File: src/dsoc_pkg.sv
// Function
// - no sync function acts unless the master sync enable bit is one
// - divider sync enable gates the sync pulse to the divider
// - both enables set, next-only clear: realign on every sync pulse
// - both enables set, next-only set: realign on first pulse, ignore later ones
// - after a one-shot realign, hardware clears the divider sync enable bit
// - output enable pin acts only while its enable bit is one
// - detector enabled flags encode rates below about 5 MSPS
// - a detected low rate switches on the backup oscillator
// - detector disabled never turns on the backup oscillator
// - run-oscillator bit forces the backup oscillator on
// - pull-down disable bit removes the serial data pin pull-down
package dsoc_pkg;
   // register map
   localparam logic [12:0] SYNC_CTRL_ADDR = 13'h100;
   localparam logic [12:0] PIN_OPTS_ADDR = 13'h101;
   localparam logic [7:0] SYNC_CTRL_RESET = 8'h01;
   localparam logic [7:0] PIN_OPTS_RESET = 8'h88;
   // field positions, divider_sync_control
   localparam int SYNC_MASTER_BIT = 0;
   localparam int SYNC_DIV_EN_BIT = 1;
   localparam int SYNC_NEXT_ONLY_BIT = 2;
   // field positions, pin_and_oscillator_options
   localparam int OPT_PD_DIS_BIT = 0;
   localparam int OPT_RUN_OSC_BIT = 2;
   localparam int OPT_DET_EN_BIT = 3;
   localparam int OPT_OE_PIN_EN_BIT = 7;
   // low-rate detector timing
   localparam int LOW_RATE_MSPS = 5;
   localparam int REF_PERIOD_NS = 1000;
   localparam int MIN_EDGES_PER_REF = REF_PERIOD_NS * LOW_RATE_MSPS / 1000;

   typedef struct packed
   {
      logic next_only;
      logic div_en;
      logic master;
   } dsoc_sync_ctrl_t;

   typedef struct packed
   {
      logic oe_pin_en;
      logic det_en;
      logic run_osc;
      logic pd_dis;
   } dsoc_pin_opts_t;
endpackage

File: src/dsoc_ctrl.sv
`timescale 1ns/10ps
module dsoc_ctrl (
   input wire logic clk,
   input wire logic rstn,
   input wire logic reg_wr,
   input wire logic [12:0] reg_addr,
   input wire logic [7:0] reg_wdata,
   output logic [7:0] reg_rdata,
   input wire logic sync_pin,
   input wire logic output_enable_pin_active_low,
   input wire logic rate_ref_pin,
   output logic div_sync_pulse,
   output logic data_output_enable,
   output logic low_rate_backup_oscillator,
   output logic low_rate_flag,
   output logic sdio_pulldown_en
);
   // all flop state in one struct: registers, synchronisers, registered outputs
   typedef struct packed
   {
      dsoc_pkg::dsoc_sync_ctrl_t sync_ctrl;
      dsoc_pkg::dsoc_pin_opts_t opts;
      logic [2:0] sync_sh;
      logic [1:0] oe_sh;
      logic [7:0] rdata;
      logic pulse;
      logic data_oe;
      logic osc;
      logic pd_en;
   } dsoc_ctrl_state_t;

   dsoc_ctrl_state_t s_reg;
   dsoc_ctrl_state_t s_next;
   // decoded strobes and the detector's verdict
   logic low_rate;
   logic sync_edge;
   logic fire;
   logic wr_sync;
   logic wr_opts;

   ////////////////////////////////////////////////////////////////////////////
   // low encode rate monitor
   dsoc_rate_detect #(
      .MIN_EDGES(dsoc_pkg::MIN_EDGES_PER_REF),
      .CNT_W(8)
   ) u_rate_detect (
      .clk(clk),
      .rstn(rstn),
      .enable(s_reg.opts.det_en),
      .ref_pin(rate_ref_pin),
      .low_rate(low_rate)
   );

   ////////////////////////////////////////////////////////////////////////////
   // sync edge and register write decode
   assign sync_edge = s_reg.sync_sh[1] && !s_reg.sync_sh[2];
   assign fire = sync_edge && s_reg.sync_ctrl.master && s_reg.sync_ctrl.div_en;
   // writes decode the full address; unmapped writes fall through untouched
   assign wr_sync = reg_wr && (reg_addr == dsoc_pkg::SYNC_CTRL_ADDR);
   assign wr_opts = reg_wr && (reg_addr == dsoc_pkg::PIN_OPTS_ADDR);

   // next state; a host write lands after the auto-clear so a fresh arm is kept
   always_comb
   begin
      s_next = s_reg;
      s_next.sync_sh = {s_reg.sync_sh[1:0], sync_pin};
      s_next.oe_sh = {s_reg.oe_sh[0], output_enable_pin_active_low};
      // realign strobe is the registered fire, one clock wide
      s_next.pulse = fire;
      // one-shot mode drops its own enable as the realign goes out
      if (fire && s_reg.sync_ctrl.next_only)
      begin
         s_next.sync_ctrl.div_en = 1'b0;
      end
      if (wr_sync)
      begin
         s_next.sync_ctrl.master = reg_wdata[dsoc_pkg::SYNC_MASTER_BIT];
         s_next.sync_ctrl.div_en = reg_wdata[dsoc_pkg::SYNC_DIV_EN_BIT];
         s_next.sync_ctrl.next_only = reg_wdata[dsoc_pkg::SYNC_NEXT_ONLY_BIT];
      end
      if (wr_opts)
      begin
         s_next.opts.oe_pin_en = reg_wdata[dsoc_pkg::OPT_OE_PIN_EN_BIT];
         s_next.opts.det_en = reg_wdata[dsoc_pkg::OPT_DET_EN_BIT];
         s_next.opts.run_osc = reg_wdata[dsoc_pkg::OPT_RUN_OSC_BIT];
         s_next.opts.pd_dis = reg_wdata[dsoc_pkg::OPT_PD_DIS_BIT];
      end
      // readback, reserved bits and unmapped addresses read zero
      s_next.rdata = 8'h00;
      if (reg_addr == dsoc_pkg::SYNC_CTRL_ADDR)
      begin
         s_next.rdata[dsoc_pkg::SYNC_MASTER_BIT] = s_reg.sync_ctrl.master;
         s_next.rdata[dsoc_pkg::SYNC_DIV_EN_BIT] = s_reg.sync_ctrl.div_en;
         s_next.rdata[dsoc_pkg::SYNC_NEXT_ONLY_BIT] = s_reg.sync_ctrl.next_only;
      end
      else if (reg_addr == dsoc_pkg::PIN_OPTS_ADDR)
      begin
         s_next.rdata[dsoc_pkg::OPT_OE_PIN_EN_BIT] = s_reg.opts.oe_pin_en;
         s_next.rdata[dsoc_pkg::OPT_DET_EN_BIT] = s_reg.opts.det_en;
         s_next.rdata[dsoc_pkg::OPT_RUN_OSC_BIT] = s_reg.opts.run_osc;
         s_next.rdata[dsoc_pkg::OPT_PD_DIS_BIT] = s_reg.opts.pd_dis;
      end
      // pin gating; with the pin disabled the outputs simply stay on
      s_next.data_oe = !s_reg.opts.oe_pin_en || !s_reg.oe_sh[1];
      // the forced run bit wins over whatever the detector says
      s_next.osc = s_reg.opts.run_osc || (s_reg.opts.det_en && low_rate);
      s_next.pd_en = !s_reg.opts.pd_dis;
   end

   // state register with documented reset values
   always_ff @(posedge clk)
   begin
      if (!rstn)
      begin
         // synchronisers and strobes clear; register bits come from the reset words
         s_reg <= '0;
         s_reg.sync_ctrl.master <= dsoc_pkg::SYNC_CTRL_RESET[dsoc_pkg::SYNC_MASTER_BIT];
         s_reg.sync_ctrl.div_en <= dsoc_pkg::SYNC_CTRL_RESET[dsoc_pkg::SYNC_DIV_EN_BIT];
         s_reg.sync_ctrl.next_only <= dsoc_pkg::SYNC_CTRL_RESET[dsoc_pkg::SYNC_NEXT_ONLY_BIT];
         s_reg.opts.oe_pin_en <= dsoc_pkg::PIN_OPTS_RESET[dsoc_pkg::OPT_OE_PIN_EN_BIT];
         s_reg.opts.det_en <= dsoc_pkg::PIN_OPTS_RESET[dsoc_pkg::OPT_DET_EN_BIT];
         s_reg.opts.run_osc <= dsoc_pkg::PIN_OPTS_RESET[dsoc_pkg::OPT_RUN_OSC_BIT];
         s_reg.opts.pd_dis <= dsoc_pkg::PIN_OPTS_RESET[dsoc_pkg::OPT_PD_DIS_BIT];
         s_reg.data_oe <= 1'b1;
         s_reg.pd_en <= 1'b1;
      end
      else
      begin
         s_reg <= s_next;
      end
   end

   // outputs, all straight from flops
   assign reg_rdata = s_reg.rdata;
   assign div_sync_pulse = s_reg.pulse;
   assign data_output_enable = s_reg.data_oe;
   assign low_rate_backup_oscillator = s_reg.osc;
   assign low_rate_flag = low_rate;
   assign sdio_pulldown_en = s_reg.pd_en;
endmodule

File: src/dsoc_rate_detect.sv
`timescale 1ns/10ps
module dsoc_rate_detect #(
   parameter int MIN_EDGES = dsoc_pkg::MIN_EDGES_PER_REF,
   parameter int CNT_W = 8
)(
   input wire logic clk,
   input wire logic rstn,
   input wire logic enable,
   input wire logic ref_pin,
   output logic low_rate
);
   typedef struct packed
   {
      logic [2:0] ref_sh;
      logic [CNT_W-1:0] cnt;
      logic low;
   } dsoc_det_state_t;

   localparam logic [CNT_W-1:0] MIN_CNT = CNT_W'(MIN_EDGES);

   dsoc_det_state_t s_reg;
   dsoc_det_state_t s_next;

   ////////////////////////////////////////////////////////////////////////////
   // count encode-clock edges per reference period; few edges means slow clock
   always_comb
   begin
      s_next = s_reg;
      s_next.ref_sh = {s_reg.ref_sh[1:0], ref_pin};
      if (s_reg.cnt != {CNT_W{1'b1}})
      begin
         s_next.cnt = s_reg.cnt + 1'b1; // saturates, a fast clock must not wrap
      end
      if (s_reg.ref_sh[1] && !s_reg.ref_sh[2])
      begin
         s_next.cnt = '0;
         s_next.low = enable && (s_reg.cnt < MIN_CNT);
      end
      if (!enable)
      begin
         s_next.low = 1'b0;
      end
   end

   // a stopped clock also freezes this count; a limitation of a same-clock monitor
   always_ff @(posedge clk)
   begin
      if (!rstn)
      begin
         s_reg <= '0;
      end
      else
      begin
         s_reg <= s_next;
      end
   end

   assign low_rate = s_reg.low;
endmodule

File: config.mk
export PLATFORM = sky130hd
export DESIGN_NAME = dsoc_ctrl
export DESIGN_NICKNAME = d
export VERILOG_FILES = /design/src/dsoc_pkg.sv /design/src/dsoc_ctrl.sv /design/src/dsoc_rate_detect.sv
export SDC_FILE = /design/constraint.sdc
export NUM_CORES = 1
export LEC_CHECK = 0
export BUFFER_PORTS_ARGS = -buffer_cell sky130_fd_sc_hd__buf_4
export CORE_ASPECT_RATIO = 0.5
export CORE_UTILIZATION = 35
export DETAILED_ROUTE_END_ITERATION = 16
export MAX_ROUTING_LAYER = met4
export PLACE_DENSITY_LB_ADDON = 0.05
export SYNTH_ARGS = -nofsm -noshare
export SYNTH_HDL_FRONTEND = slang
export SYNTH_SLANG_ARGS = --single-unit
File: constraint.sdc
create_clock -name clk -period 4.9 [get_ports clk]
set_clock_uncertainty 0.1 [all_clocks]
set_input_delay 0.735 -clock clk [delete_from_list [all_inputs] [get_ports clk]]
set_output_delay 0.735 -clock clk [all_outputs]
set_load 0.005 [all_outputs]
==> summary.md <==
| Metric | Value |
|---|---|
| Max-cap violation count | 0 |
| CP Class | input port to register |
| Crit-path slowest cell | or4_1 |
| Via count | 1012 |
| Max clock buf depth | 2 |
| Die X | 90.4 µm |
| Tmin final | 2060 ps |
| Clk pwr share | 0.456 |
| Final core utilization | 0.482 |
| Worst-path clk slew | 70 ps |
| Setup Slack @ Placement | 2550 ps |
| Ranking of synthesized cells by area | dfxtp_1 48%, mux2i_1 7.3%, buf_4 4.4%, nand2_1 3.8%, and2_1 3.7% |
| Internal | 460 µW |
| Register Area | 661 µm² |
| Sw Ratio | 0.204 |
| Crit end category | register |
| Clock Tree Root | clkbuf_8 |
| Clk_lat worst skew | 280 ps |
| Port Buffer Count | 33 |
| CTS resizes | 0 |
| Top delay family on crit path | simple AND/OR/NAND/NOR gates |
| Sequential-to-total area share from yosys stat | 0.483 |
| Starting DRT DRC Count | 40 |
| Sequential Power Share | 0.481 |
| Share of layout cells above drive strength 1 | 0.267 |
| Worst-path cell chain | buf_4 > or4_1 > nor4_4 > mux2i_1 |
| Psw | 118 µW |
| Vias in the first global route | 907 |
| Die ar. | 4180 µm² |
| CP required | 5010 ps |
| Crit path launch type | input port |
| Largest net degree at the start of global routing | 22 |
| Post-synth EDFFs | 0 |
| Post-route ant nets | 0 |
| Multi-input logic area | 629 µm² |
| Final WL | 2570 µm |
| CP max stage delay | 650 ps |
| Most frequent cells in the layout | 33 x dfxtp_1, 33 x buf_4, 14 x nand2_1 |
| Register bit count reported by yosys | 33 |
| Asr flop ratio synth | 0 |
| Ys Warns | 0 |
| First-pass GRT wire length | 4170 µm |
| Total clock sinks | 33 |
| Layout Area Growth over Synthesis | 26.3% |
| Fillers | 352 |
| CTS buffer count | 5 |
| RSZ-0062 raised after global routing | false |
| Ports | 40 |
| CP arrival | 2170 ps |
| Max-slew violations | 0 |
| Detailed placement HPWL | 1830 µm |
| Status | complete, no violations |
| Core area | 3580 µm² |
| Maximum vdd ir drop | 0.109 mV |
| # diodes | 0 |
| Final setup viols | 0 |
| Cell area after synthesis | 1370 µm² |
| Die height | 46.2 µm |
| Initial Util | 0.382 |
| Setup TNS | 0 ps |
| Cells after Synth | 141 |
| Yosys cell types | 29 |
| Post-synth top area share | 0.483 |
| Biggest area consumer among synthesized cells | dfxtp_1 |
| Power Density | 334 nW/µm² |
| Final layout net count | 200 |
| Gpl congestion | 0.702 |
| Leak Pwr | 0.730 nW |
| Initial antenna violation count | 0 |
| Synth Area per Inst | 9.71 µm² |
| DR WL/cell | 11.5 µm |
| Hold buffers post-CTS | 0 |
| Detailed Routing Iterations Pass 1 | 4 |
| Setup bufs post-CTS | 0 |
| Tcrit/Tclk final | 0.420 |
| Drc violations | 0 |
| Vias per cell | 4.54 |
| Hold Vio Cnt, Final | 0 |
| Worst setup margin | 2840 ps |
| Peak Freq | 0.486 GHz |
| Total Routing Usage GR | 0.139 |
| TritonCTS clock tree | yes |
| Buf+Inv Stages, Crit Path | 1 |
| Combinational Power Share | 0.064 |
| Top FF cell, synth | dfxtp_1 |
| Max FO, Critical Path | 4 |
| FP Rows | 15 |
| H-tree depth | 2 |
| Hold WC Path Type | register to register |
| Global route overflow | 0 |
cell families (layout without fill, tap and decap cells):
logic type	Yosys count	after routing	share of synthesized area
AO/OA/AOI/OAI	11	11	0.0457
adder cells (fa/ha/maj)	2	2	0.0183
buffers and inverters	15	44	0.0631
flip-flops	33	33	0.483
multiplexers	10	10	0.0731
other	1	3	0.00274
AND/OR/NAND/NOR	69	69	0.314
synth_stat cells (all sizes together), types with 2 or more instances:
library cell	number
ha	2
nand4b	2
mux2i	10
or4	5
nand2b	2
and3	3
buf	8
inv	3
a31oi	4
dfxtp	33
a21oi	6
nor4	2
nor2	13
clkbuf	4
nand2	14
and4b	2
and2	8
nor3	4
nand3	6
nor3b	3
per-stage QoR:
stage	area (µm²)	total power, mW	instances	hold slack [ps]
2_1_floorplan	1380	0.303	143	266
3_3_place_gp	1610	0.320	215	270
3_5_place_dp	1610	0.321	215	281
4_1_cts	1730	0.584	223	296
5_1_grt	1730	0.604	223	316
6_report	1730	0.577	223	294
path summary, 6_finish.rpt:
check                         startpoint                      to  slack (ps)  depth (start not counted)
hold reg to reg                s_reg[13]      data_output_enable         290                          1
hold / removal                 s_reg[13]      data_output_enable         290                          1
setup reg to reg  u_rate_detect.s_reg[4]  u_rate_detect.low_rate        3270                          3
setup / recovery             reg_addr[1]               s_reg[20]        2840                          4
power groups by stage:
stage,Combinational (mW),Sequential (mW),Clock [mW]
floorplan,0.0199,0.283,0
global placement,0.0364,0.284,0
global route,0.0414,0.278,0.285
finish,0.0368,0.278,0.263
CTS,0.0374,0.278,0.269
detailed placement,0.0370,0.284,0
final cells by class:
type / instances / share of cell area
multi-input combinational: 95 / 0.364
clock buffer: 7 / 0.0499
timing repair buffer: 33 / 0.143
inverter: 3 / 0.00651
sequential: 33 / 0.382
clock inverter: 1 / 0.0174
tap: 51 / 0.0369
layer usage:
layer / vias up / wire, µm / track usage
met3: 0 / 160 / 0.0611
met4: 0 / 0 / 0.0581
met2: 28 / 1080 / 0.211
li1: 539 / - / -
met5: - / 0 / -
met1: 445 / 1330 / 0.165
Power figures use the tool's default switching activity.
